===== config.mk =====
export PLATFORM = sky130hd
export DESIGN_NAME = pae_alarm_eval
export DESIGN_NICKNAME = d
export VERILOG_FILES = /design/src/shared/pae_pkg.sv /design/src/design/pae_alarm_eval.sv
export SDC_FILE = /design/constraint.sdc
export NUM_CORES = 2
export LEC_CHECK = 0
export CAP_MARGIN = 20
export CORE_UTILIZATION = 45
export DETAILED_ROUTE_END_ITERATION = 16
export DONT_BUFFER_PORTS = 1
export GPL_TIMING_DRIVEN = 0
export PLACE_DENSITY = 0.71
export SYNTH_ARGS = -nofsm -noshare
export SYNTH_HDL_FRONTEND = slang
export SYNTH_SLANG_ARGS = --single-unit
export TNS_END_PERCENT = 100

===== constraint.sdc =====
create_clock -name aclk -period 4.3 [get_ports aclk]
set_input_delay 0.215 -clock aclk [delete_from_list [all_inputs] [get_ports aclk]]
set_output_delay 0.215 -clock aclk [all_outputs]
set_load 0.005 [all_outputs]

===== src/shared/pae_pkg.sv =====
// Constants, carrier types and register map of the process alarm evaluator.
package pae_pkg;

    // ==========================================================================
    // Sizes and timing
    localparam int NCH        = 3;
    localparam int NAUX       = 3;
    localparam int AW         = 12;
    localparam int TICK_W     = 25;
    localparam int SEC_S      = 1;
    localparam int CLK_HZ     = 25_000_000;
    localparam int SEC_CYCLES = SEC_S * CLK_HZ;

    // ==========================================================================
    // Register map (byte addresses) and field positions
    localparam logic [11:0] A_CTRL    = 12'h000;
    localparam logic [11:0] A_STATUS  = 12'h004;
    localparam logic [11:0] A_AUXMAP  = 12'h008;
    localparam logic [4:0]  O_TYPE    = 5'h00;
    localparam logic [4:0]  O_AVAL    = 5'h04;
    localparam logic [4:0]  O_UPPER   = 5'h08;
    localparam logic [4:0]  O_LOWER   = 5'h0c;
    localparam logic [4:0]  O_ON      = 5'h10;
    localparam logic [4:0]  O_OFF     = 5'h14;
    localparam int          C_HEATCOOL = 0;
    localparam int          C_RSPUSED  = 1;
    localparam int          C_REASSIGN = 2;
    localparam int          S_RAW      = 0;
    localparam int          S_OUT      = 4;
    localparam int          S_AUX      = 8;

    // ==========================================================================
    // Reset values, limits, alarm type codes and bus response codes
    localparam logic [4:0]  TYPE_RST   = 5'h02;
    localparam logic [5:0]  AUXMAP_RST = 6'h24;
    localparam logic [9:0]  DLY_MAX    = 10'h3e7;
    localparam logic [4:0]  TYPE_MAX   = 5'h13;
    localparam logic [4:0]  T_LBA      = 5'h0c;
    localparam logic [1:0]  RESP_OKAY  = 2'h0;
    localparam logic [1:0]  RESP_SLV   = 2'h2;

    // ==========================================================================
    // Carriers
    typedef struct packed {
        logic signed [15:0] process_value;
        logic signed [15:0] set_point;
        logic signed [15:0] remote_set_point;
        logic signed [15:0] manipulated_value;
        logic signed [15:0] heat_mv;
        logic signed [15:0] cool_mv;
    } pae_samp_s;

    typedef struct packed {
        logic [4:0]         typ;
        logic signed [15:0] aval;
        logic signed [15:0] upper;
        logic signed [15:0] lower;
        logic [9:0]         on_dly;
        logic [9:0]         off_dly;
        logic               stby;
        logic               raw;
        logic               out;
        logic [9:0]         cnt;
    } pae_chan_s;

    typedef struct packed {
        pae_chan_s [NCH-1:0]     ch;
        logic [2:0]              ctrl;
        logic [NAUX-1:0][1:0]    amap;
        logic [NAUX-1:0]         aux;
        logic [TICK_W-1:0]       tick;
        logic                    sec;
        logic                    ha1;
        logic                    ha2;
        logic                    hf1;
        logic                    hf2;
        logic [11:0]             awa;
        logic                    awh;
        logic [31:0]             wd;
        logic [3:0]              ws;
        logic                    wh;
        logic                    awr;
        logic                    wr;
        logic                    bv;
        logic [1:0]              br;
        logic                    arr;
        logic                    rv;
        logic [31:0]             rd;
        logic [1:0]              rr;
    } pae_state_s;

endpackage : pae_pkg


===== src/design/pae_alarm_eval.sv =====
// Alarm evaluator with delay stage, auxiliary routing and AXI4-Lite registers.
//
// Added by the designer: the AXI4-Lite register port and the register addresses.
`timescale 1ns/1ps
module pae_alarm_eval #(
    parameter int TICK_CYCLES = pae_pkg::SEC_CYCLES
) (
    // Clock and reset
    input  wire logic                        aclk,
    input  wire logic                        aresetn,
    // AXI4-Lite slave
    input  wire logic [11:0]                 awaddr,
    input  wire logic                        awvalid,
    output logic                             awready,
    input  wire logic [31:0]                 wdata,
    input  wire logic [3:0]                  wstrb,
    input  wire logic                        wvalid,
    output logic                             wready,
    output logic [1:0]                       bresp,
    output logic                             bvalid,
    input  wire logic                        bready,
    input  wire logic [11:0]                 araddr,
    input  wire logic                        arvalid,
    output logic                             arready,
    output logic [31:0]                      rdata,
    output logic [1:0]                       rresp,
    output logic                             rvalid,
    input  wire logic                        rready,
    // Process samples
    input  wire pae_pkg::pae_samp_s          samp,
    input  wire logic                        sample_valid,
    // Heater detection pins
    input  wire logic                        heater_fitted,
    input  wire logic                        heater_alarm,
    // Auxiliary outputs
    output logic [pae_pkg::NAUX-1:0]         aux_out
);

    pae_pkg::pae_state_s q;
    pae_pkg::pae_state_s d;
    logic                wr_go;
    logic                wr_err;
    int                  wr_ch;
    logic [31:0]         wv;

    // ==========================================================================
    // Alarm condition
    function automatic logic eval(input pae_pkg::pae_chan_s c, input pae_pkg::pae_samp_s s,
                                  input logic [2:0] ctl);
        logic signed [17:0] pv;
        logic signed [17:0] sp;
        logic signed [17:0] av;
        logic signed [17:0] up;
        logic signed [17:0] lo;
        logic               hc;
        logic [4:0]         t;
        pv = 18'(s.process_value);
        sp = 18'(s.set_point);
        av = 18'(c.aval);
        up = 18'(c.upper);
        lo = 18'(c.lower);
        hc = ctl[pae_pkg::C_HEATCOOL];
        t  = c.typ;
        // Standby variants share the plain comparisons.
        unique case (c.typ)
            5'h05: t = 5'h01;
            5'h06: t = 5'h02;
            5'h07: t = 5'h03;
            5'h0a: t = 5'h08;
            5'h0b: t = 5'h09;
            default: t = c.typ;
        endcase
        if (c.typ == 5'h05 && (up + lo) < 18'sh0)
            return 1'b0;
        unique case (t)
            5'h01: return (pv > sp + up) || (pv < sp - lo);
            5'h02: return (pv - sp) >= av;
            5'h03: return (sp - pv) >= av;
            5'h04: return (pv >= sp - lo) && (pv <= sp + up);
            5'h08: return pv > av;
            5'h09: return pv < av;
            5'h0e: return sp > av;
            5'h0f: return sp < av;
            5'h10: return hc ? (av < 18'sh0 || 18'(s.heat_mv) > av)
                             : 18'(s.manipulated_value) > av;
            5'h11: return hc ? (av < 18'sh0 || 18'(s.cool_mv) < av)
                             : 18'(s.manipulated_value) < av;
            5'h12: return ctl[pae_pkg::C_RSPUSED] && 18'(s.remote_set_point) > av;
            5'h13: return ctl[pae_pkg::C_RSPUSED] && 18'(s.remote_set_point) < av;
            // Off, loop burnout and change rate have no comparison here.
            default: return 1'b0;
        endcase
    endfunction : eval

    function automatic logic stby_type(input logic [4:0] t);
        return t == 5'h05 || t == 5'h06 || t == 5'h07 || t == 5'h0a || t == 5'h0b;
    endfunction : stby_type

    // ==========================================================================
    // Register read: {error, data}
    function automatic logic [32:0] rd_reg(input pae_pkg::pae_state_s s, input logic [11:0] a);
        logic [31:0] r;
        logic        hide;
        int          c;
        r    = 32'h0;
        hide = s.hf2 && !s.ctrl[pae_pkg::C_REASSIGN];
        c    = int'(a[11:5]) - 1;
        if (a[11:2] == pae_pkg::A_CTRL[11:2])
            r[2:0] = s.ctrl;
        else if (a[11:2] == pae_pkg::A_STATUS[11:2])
        begin
            for (int i = 0; i < pae_pkg::NCH; i++)
            begin
                r[pae_pkg::S_RAW + i] = s.ch[i].raw;
                r[pae_pkg::S_OUT + i] = s.ch[i].out;
            end
            r[pae_pkg::S_AUX +: pae_pkg::NAUX] = s.aux;
        end
        else if (a[11:2] == pae_pkg::A_AUXMAP[11:2])
            r[5:0] = s.amap;
        else if (c >= 0 && c < pae_pkg::NCH)
        begin
            unique case ({a[4:2], 2'b00})
                pae_pkg::O_TYPE:  r[4:0] = (c == 0 && hide) ? 5'h00 : s.ch[c].typ;
                pae_pkg::O_AVAL:  r = 32'(s.ch[c].aval);
                pae_pkg::O_UPPER: r = 32'(s.ch[c].upper);
                pae_pkg::O_LOWER: r = 32'(s.ch[c].lower);
                pae_pkg::O_ON:    r[9:0] = s.ch[c].on_dly;
                pae_pkg::O_OFF:   r[9:0] = s.ch[c].off_dly;
                default:          return {1'b1, 32'h0};
            endcase
        end
        else
            return {1'b1, 32'h0};
        return {1'b0, r};
    endfunction : rd_reg

    // ==========================================================================
    // Next state
    always_comb
    begin
        logic        hide;
        logic        cond;
        logic [9:0]  dly;
        logic [32:0] rr;
        hide   = 1'b0;
        cond   = 1'b0;
        dly    = 10'h0;
        rr     = 33'h0;
        d      = q;
        wr_go  = 1'b0;
        wr_err = 1'b0;
        wr_ch  = 0;
        wv     = 32'h0;
        d.ha1  = heater_alarm;
        d.ha2  = q.ha1;
        d.hf1  = heater_fitted;
        d.hf2  = q.hf1;
        hide   = q.hf2 && !q.ctrl[pae_pkg::C_REASSIGN];
        d.sec  = 1'b0;
        if (q.tick >= pae_pkg::TICK_W'(TICK_CYCLES - 1))
        begin
            d.tick = '0;
            d.sec  = 1'b1;
        end
        else
            d.tick = q.tick + 1'b1;

        for (int i = 0; i < pae_pkg::NCH; i++)
        begin
            if (sample_valid)
            begin
                cond = eval(q.ch[i], samp, q.ctrl);
                if (!cond)
                    d.ch[i].stby = 1'b0;
                d.ch[i].raw = cond && !(stby_type(q.ch[i].typ) && q.ch[i].stby);
            end
            dly = q.ch[i].raw ? q.ch[i].on_dly : q.ch[i].off_dly;
            if (q.ch[i].raw == q.ch[i].out)
                d.ch[i].cnt = 10'h0;
            else if (q.ch[i].cnt >= dly)
            begin
                d.ch[i].out = q.ch[i].raw;
                d.ch[i].cnt = 10'h0;
            end
            else if (q.sec)
                d.ch[i].cnt = q.ch[i].cnt + 10'h1;
        end

        for (int k = 0; k < pae_pkg::NAUX; k++)
        begin
            if (q.amap[k] == 2'h0)
                d.aux[k] = hide ? q.ha2 : q.ch[0].out;
            else if (int'(q.amap[k]) < pae_pkg::NCH)
                d.aux[k] = q.ch[q.amap[k]].out;
            else
                d.aux[k] = 1'b0;
        end

        // Write channel: address and data are taken in either order.
        if (awvalid && q.awr)
        begin
            d.awa = awaddr;
            d.awh = 1'b1;
        end
        if (wvalid && q.wr)
        begin
            d.wd  = wdata;
            d.ws  = wstrb;
            d.wh  = 1'b1;
        end
        if (bready && q.bv)
            d.bv = 1'b0;
        if (q.awh && q.wh && !q.bv)
        begin
            wr_go = 1'b1;
            rr    = rd_reg(q, q.awa);
            wr_ch = int'(q.awa[11:5]) - 1;
            for (int b = 0; b < 4; b++)
                wv[8*b +: 8] = q.ws[b] ? q.wd[8*b +: 8] : rr[8*b +: 8];
            wr_err = rr[32];
            if (q.awa[11:2] == pae_pkg::A_CTRL[11:2])
                d.ctrl = wv[2:0];
            else if (q.awa[11:2] == pae_pkg::A_AUXMAP[11:2])
                d.amap = wv[5:0];
            else if (q.awa[11:2] == pae_pkg::A_STATUS[11:2])
                wr_err = 1'b1;
            else if (!wr_err)
            begin
                unique case ({q.awa[4:2], 2'b00})
                    pae_pkg::O_TYPE:
                    begin
                        // Hidden type and illegal codes are refused, not clipped.
                        if (wv[31:5] != 27'h0 || wv[4:0] > pae_pkg::TYPE_MAX
                            || (wr_ch == 0 && hide))
                            wr_err = 1'b1;
                        else if (wv[4:0] == pae_pkg::T_LBA && wr_ch != 0)
                            wr_err = 1'b1;
                        else
                        begin
                            d.ch[wr_ch].typ  = wv[4:0];
                            d.ch[wr_ch].stby = 1'b1;
                        end
                    end
                    pae_pkg::O_AVAL:  d.ch[wr_ch].aval  = wv[15:0];
                    pae_pkg::O_UPPER: d.ch[wr_ch].upper = wv[15:0];
                    pae_pkg::O_LOWER: d.ch[wr_ch].lower = wv[15:0];
                    default:
                    begin
                        if (wv > 32'(pae_pkg::DLY_MAX))
                            wr_err = 1'b1;
                        else if (q.awa[4:2] == pae_pkg::O_ON[4:2])
                            d.ch[wr_ch].on_dly = wv[9:0];
                        else
                            d.ch[wr_ch].off_dly = wv[9:0];
                    end
                endcase
            end
            d.awh = 1'b0;
            d.wh  = 1'b0;
            d.bv  = 1'b1;
            d.br  = wr_err ? pae_pkg::RESP_SLV : pae_pkg::RESP_OKAY;
        end

        // Read channel: one cycle from address to data.
        if (rready && q.rv)
            d.rv = 1'b0;
        if (arvalid && q.arr)
        begin
            rr   = rd_reg(q, araddr);
            d.rv = 1'b1;
            d.rd = rr[31:0];
            d.rr = rr[32] ? pae_pkg::RESP_SLV : pae_pkg::RESP_OKAY;
        end
        d.awr = !d.awh && !d.bv;
        d.wr  = !d.wh && !d.bv;
        d.arr = !d.rv;

        if (!aresetn)
        begin
            d = '0;
            for (int i = 0; i < pae_pkg::NCH; i++)
            begin
                d.ch[i].typ  = pae_pkg::TYPE_RST;
                d.ch[i].stby = 1'b1;
            end
            d.amap = pae_pkg::AUXMAP_RST;
        end
    end

    always_ff @(posedge aclk)
    begin
        q <= d;
    end

    assign awready = q.awr;
    assign wready  = q.wr;
    assign bvalid  = q.bv;
    assign bresp   = q.br;
    assign arready = q.arr;
    assign rvalid  = q.rv;
    assign rdata   = q.rd;
    assign rresp   = q.rr;
    assign aux_out = q.aux;
endmodule : pae_alarm_eval


# After elaboration in Yosys (flattened, before gate mapping)
# Cells that the tools add are included.
[classes] addsub=17 magnitude_cmp=73 n_eq_ne=72 n_mux=187 bitwise=5 n_reduce_logical=84
[ops] op="bitwise mux 258 bit" n=7
[ops] op="demux 86 bit (select 2 bit)" n=7
[ops] op="2-to-1 mux 258 bit" n=4
[ops] op="case mux 258 bit (4 select lines)" n=1
[ops] op="binary-select mux 86 bit (select 2 bit)" n=5
[ops] op="2-to-1 mux 185 bit" n=4
[ops] op="2-to-1 mux 33 bit" n=15
[ops] op="2-to-1 mux 86 bit" n=5
[ops] op="> comparator 16 bit" n=15
[ops] op="less-than comparator 16 bit" n=15
[ops] op="2-to-1 mux 194 bit" n=1
[ops] op="case mux 22 bit (3 select lines)" n=2
[ops] op="case mux 5 bit (5 select lines)" n=5
[ops] op="2-to-1 mux 10 bit" n=12
[ops] op="adder 16 x 16 -> 17 bit" n=6
[ops] op=">= comparator 17 x 16 -> 1 bit" n=6
[ops] op="equality test 5 x 4 -> 1 bit, second input constant" n=19
[ops] op="subtractor 16 x 16 -> 17 bit" n=5
[ops] op="2-to-1 mux 81 bit" n=1
[ops] op="2-to-1 mux 1 bit" n=68
[ops] op="2-to-1 mux 65 bit" n=1
[ops] op="logical NOT 32 bit" n=2
[ops] op="2-to-1 mux 32 bit" n=2
[ops] op="equality test 5 x 3 -> 1 bit, second input constant" n=12
[ops] op="other kinds (60)" n=218
[word_totals] register_bits=391 wordCells=492

# Depth between registers and ports, before layout
[depth] ltp_word=27 ltp_mapped=24 ltp_nobuf=24

# Least setup slack after synthesis
# Ideal clock, no wire load.
[synth_path] path_kind="input to register" start="input samp[65] (netlist bit)" end="register q[317] (netlist bit)" setup_ns=0.132 arrival_time_ns=4.337 required_ns=4.168 setup_slack_ns=-0.169 stages=22 cell_sequence="inv_1 > fa_1 > nor2b_1 > o21ai_0 > a21boi_0 > o21ai_0 > a21oi_1 > o21ai_0 > a21oi_1 > o41a_1 > a2111o_1 > o311ai_0 > ha_1 > a21o_1 > a2111oi_0 > a21bo_2 > o21ai_0 > nand2_1 > a311oi_1 > o32ai_1 > o211ai_1 > nand4b_1"
[synth_via] elab_chain_cells=18 word_cells_on_any_way=36
[synth_rtl] item="start: declaration" line="pae_alarm_eval.sv:30" rtl="input wire pae_pkg::pae_samp_s samp,"
[synth_rtl] item="subtractor 16 x 16 -> 17 bit / adder 16 x 16 -> 17 bit (equally long branches)" line="pae_alarm_eval.sv:76, pae_alarm_eval.sv:79"
[synth_rtl] item=">= comparator 16 x 17 -> 1 bit, or another cell as far along" line="pae_alarm_eval.sv:79" rtl="5'h04: return (pv >= sp - lo) && (pv <= sp + up);"
[synth_rtl] item="logical AND 1 bit / logical OR 1 bit (equally long branches)" line="pae_alarm_eval.sv:79, pae_alarm_eval.sv:76"
[synth_rtl] item="case mux 1 bit (12 select lines) (*)" line="pae_alarm_eval.sv:75" rtl="unique case (t)"
[synth_rtl] item="2-to-1 mux 1 bit (*)" line="pae_alarm_eval.sv:75"
[synth_rtl] item="2-to-1 mux 1 bit (*)" line="pae_alarm_eval.sv:171" rtl="if (sample_valid)"
[synth_rtl] item="2-to-1 mux 1 bit (*)" line="pae_alarm_eval.sv:174" rtl="if (!cond)"
[synth_rtl] item="2-to-1 mux 2 bit (*)" line="pae_alarm_eval.sv:171"
[synth_rtl] item="[... 2 more ...]"
[synth_rtl] item="2-to-1 mux 258 bit" line="pae_alarm_eval.sv:237" rtl="else if (wv[4:0] == pae_pkg::T_LBA && wr_ch != 0)"
[synth_rtl] item="2-to-1 mux 258 bit" line="pae_alarm_eval.sv:234" rtl="if (wv[31:5] != 27'h0 || wv[4:0] > pae_pkg::TYPE_MAX"
[synth_rtl] item="case mux 258 bit (4 select lines)" line="pae_alarm_eval.sv:230" rtl="unique case ({q.awa[4:2], 2'b00})"
[synth_rtl] item="2-to-1 mux 185 bit" line="pae_alarm_eval.sv:228" rtl="else if (!wr_err)"
[synth_rtl] item="2-to-1 mux 185 bit" line="pae_alarm_eval.sv:226" rtl="else if (q.awa[11:2] == pae_pkg::A_STATUS[11:2])"
[synth_rtl] item="2-to-1 mux 185 bit" line="pae_alarm_eval.sv:224" rtl="else if (q.awa[11:2] == pae_pkg::A_AUXMAP[11:2])"
[synth_rtl] item="2-to-1 mux 185 bit" line="pae_alarm_eval.sv:222" rtl="if (q.awa[11:2] == pae_pkg::A_CTRL[11:2])"
[synth_rtl] item="2-to-1 mux 194 bit (*)" line="pae_alarm_eval.sv:214" rtl="if (q.awh && q.wh && !q.bv)"
[synth_rtl] item="end signal: assignment" line="pae_alarm_eval.sv:293" rtl="q <= d;"
[synth_rtl] item="end: declaration" line="pae_alarm_eval.sv:39" rtl="pae_pkg::pae_state_s q;"
# Every way passes the cells marked *; elsewhere a longest branch is shown, timed or not. The select of a mux whose other input is x is not followed.
# A chain may end at the register's enable or synchronous reset.

# Worst setup path after layout
[layout_path] start="register q[339] (netlist bit)" end="register q[317] (netlist bit)"
[layout_via] elab_chain_cells=21 word_cells_on_any_way=49
[layout_rtl] item="parallel branches: the longest is 20 deep, another holds subtractor 16 x 16 -> 17 bit"
[layout_rtl] item="2-to-1 mux 194 bit (*)" line="pae_alarm_eval.sv:214"
# Mark *: on every way between the ends. The select of a mux whose other input is x is not followed.

==> summary.md <==
| Metric | Value |
|---|---|
| Outcome | finished, violations left |
| Failing checks | setup timing |
| Final Hold Viols | 0 |
| Post-synthesis xor/xnor area fraction | 3.33% |
| Overall routing resource usage | 47.2% |
| Clk pin slew, worst setup/hold paths | 0.06 ns |
| Share of the synthesized area in the top cell type | 22.4% |
| First-pass GRT wire length | 300000 um |
| Maximum VDD drop | 0.347 mV |
| Final Critical Period | 5.11 ns |
| GRT overflow | 0 |
| CP Launch Type | flop |
| Vias | 43500 |
| Post-Route WL | 219000 um |
| Leading area contributor after synthesis | ha_1 |
| Reg-to-reg critical path endpoint | q[317] |
| Vias per cell | 6.77 |
| Worst Setup Slack, final | -0.815 ns |
| CTS Buf Count | 43 |
| Largest net degree at the start of global routing | 19 |
| Ys flop type | dfxtp_1 |
| Post-route design area | 46700 um2 |
| Crit Path Max Fanout | 5 |
| Vias in the first global route | 40000 |
| Root Buffer | clkbuf_16 |
| Synthesized area | 39200 um2 |
| Initial antenna violation count | 11 |
| Port Buf Inserts | 0 |
| Die width | 297 um |
| Post-synthesis adder-cell area fraction | 22.8% |
| Post-synth ARST share | 0% |
| Die height | 297 um |
| Max Cap Violations | 0 |
| Starting Density | 45.7% |
| DRC viols | 0 |
| RSZ-0062 raised after global routing | true |
| Critical Path Source | q[339] |
| Fin nets | 6121 |
| Share of cells above drive strength 1 | 13.8% |
| R2R Setup Slk | -0.81 ns |
| Final Cycle Share | 119% |
| H-tree levels | 2 |
| Main area contributors after synthesis | ha_1 (22%), dfxtp_1 (19%), mux2i_1 (5.4%) |
| Critical Path AT | 5.64 ns |
| Synth-to-Final Area Change | 19.1% |
| CTS Buffer Depth | 3 |
| Max-slew violations | 0 |
| Pwr per Cell Area | 229 nW/um2 |
| Wire per inst | 34.0 um |
| Post-route antenna net violation count | 0 |
| Worst Tran Pin Value | 1.37 ns |
| CTS tree | done |
| Fin Clk Skew | 0.0251 ns |
| # rows | 107 |
| Layout Cells excl Fill | 6431 |
| Core Footprint | 85800 um2 |
| Post-placement cell count | 6120 |
| Simple-Gate Fraction of Synth Area | 19.2% |
| Die area | 88400 um2 |
| Avg Inst Size Synth | 7.92 um2 |
| Synthesized flop and latch total | 371 |
| HPWL after detailed placement | 167000 um |
| CTS Sinks | 371 |
| IO Count | 210 |
| Clock latency on the worst-skew pair | 0.61 ns |
| Hold crit path type | in2reg |
| Max-slew headroom | 8.87% |
| Maximum clock frequency | 196 MHz |
| Synth Area in Compound Gates | 23.5% |
| Warnings from Yosys | 0 |
| R2R cell count | 21 |
| GP Congestion | 1.08 |
| Drt pass-1 iters | 9 |
| EDFF count, synth | 0 |
| Pleak | 19.1 nW |
| CP required | 4.82 ns |
| Crit path kind | reg2reg |
| Seq/Total Area, Yosys | 18.9% |
| Post-synth cell types | 98 |
| Final setup vio count | 62 |
| Worst setup EP type | flop |
| Mux contribution to synthesized area | 6.36% |
| Total power | 10.7 mW |
| Area post-placement | 40900 um2 |
| Setup crit end | q[317] |
| Main combinational cell family by area after synthesis | compound AO/OA/AOI/OAI gates |
| Cells after Synth | 4956 |
| DR iter-0 viols | 5630 |
| R2r startpoint | q[339] |
==> layout by cell type, fill, tap and decap left out, types with 73 or more instances in the layout <==
cell      synthesis  final
ha_1            701    687
nor2_1          462    451
a21oi_1         415    378
nand2_1         380    373
dfxtp_1         371    342
inv_1           261    248
o21ai_0         259    212
mux2i_1         212    195
buf_4            51    182
clkbuf_1        186    163
a21o_1          154    154
nand3_1         123    121
nor3_1          102     93
a22oi_1          94     92
nand4_1          91     91
xor2_1           80     80
nor2b_1          77     73
==> power breakdown <==
part           internal, mW  switching [mW]  leakage (nW)  total (mW)
Clock                  2.26            1.66         0.724        3.92
Combinational          1.29            1.96          15.3        3.26
Sequential             3.47          0.0577          3.02        3.53
Total                  7.02            3.68          19.1        10.7
==> sequential cells by signal (all words and copies together), names as in the netlist <==
register and flops:
q 345, aux_out 3, bvalid 1, rvalid 1, arready 1, rdata 16, wready 1, awready 1
rresp 1, bresp 1
==> worst min-delay path by stage <==
stage                  startpoint    end  slack (ns)  cells past startpoint
floorplan           heater_fitted  q[92]        0.34                      1
global placement    heater_fitted  q[92]        0.35                      1
detailed placement  heater_fitted  q[92]        0.35                      1
CTS                       awvalid  q[85]        0.02                      3
global route              awvalid  q[84]        0.05                      3
finish                    awvalid  q[85]        0.03                      3
==> worst max-delay path, cell delays in order, from the launching register on <==
cell       delay, ns
dfxtp_4         0.40
inv_1           0.23
ha_1            0.28
nor2b_1         0.13
o21ai_1         0.18
a21oi_1         0.13
o21a_1          0.22
o21ai_2         0.17
a21oi_1         0.16
o31ai_4         0.38
o2111ai_1       0.23
a21oi_2         0.17
xor2_1          0.08
ha_1            0.29
nand4_1         0.23
or4_4           0.63
o211a_1         0.26
a21oi_4         0.28
a32oi_1         0.12
o2111ai_2       0.17
o211ai_1        0.15
nand4b_1        0.13
==> cell families (layout without fill, tap and decap cells) <==
logic type | count (synthesis) | in the layout
compound gates | 1413 | 1413
other cells | 1 | 9
simple gates | 1531 | 1535
mux | 239 | 239
flops | 371 | 371
fa+ha+maj | 709 | 709
xor+xnor | 149 | 149
buf+inv | 543 | 862
==> Yosys cell counts (94+ instances only) <==
library cell / instances
a21oi_1: 415
nor2_1: 462
nor3_1: 102
a22oi_1: 94
ha_1: 701
inv_1: 261
dfxtp_1: 371
clkbuf_1: 186
nand3_1: 123
mux2i_1: 212
nand2_1: 380
o21ai_0: 259
a21o_1: 154
==> metrics by stage <==
stage | worst slack [ns] | setup TNS, ns | hold WS (ns) | util (%)
final | -0.815 | -5.78 | 0.0345 | 54.4
after global routing | -0.917 | -7.43 | 0.0527 | 54.4
after CTS | -0.856 | -8.08 | 0.0197 | 52.9
after detailed placement | -3.14 | -520.00 | 0.352 | 47.7
after global placement | -3.66 | -627.48 | 0.348 | 47.4
after floorplan | 0.0332 | 0 | 0.342 | -
==> final cells by class <==
type                            count  area, um2
Clock inverter                     14        171
Sequential cell                   371       7510
Timing Repair Buffer              254       2450
Multi-Input combinational cell   4047      31400
Buffer                            267       1470
Antenna cell                        7       17.5
Clock buffer                       65       1290
Tap cell                         1144       1430
Fill cell                        8093      39100
Inverter                          262       1010
==> what timing repair did <==
item,CTS,global route
endpoints found under the setup margin,251,207
cloned,5,1
hold endpoints to repair,54,0
gates resized for setup,388,193
setup buffers,113,68
hold buffers,53,0
pin swaps,150,168
==> layer usage <==
| layer | global-route usage [%] | up-vias | share of wire, % |
|---|---|---|---|
| met5 | 0.216 | - | 0.023 |
| met4 | 34.5 | 6 | 8.8 |
| met3 | 14.5 | 865 | 12 |
| met2 | 69.4 | 2959 | 41 |
| met1 | 58.0 | 20800 | 38 |
| li1 | - | 18900 | - |
Note: power is estimated with default switching activity, not from simulation.
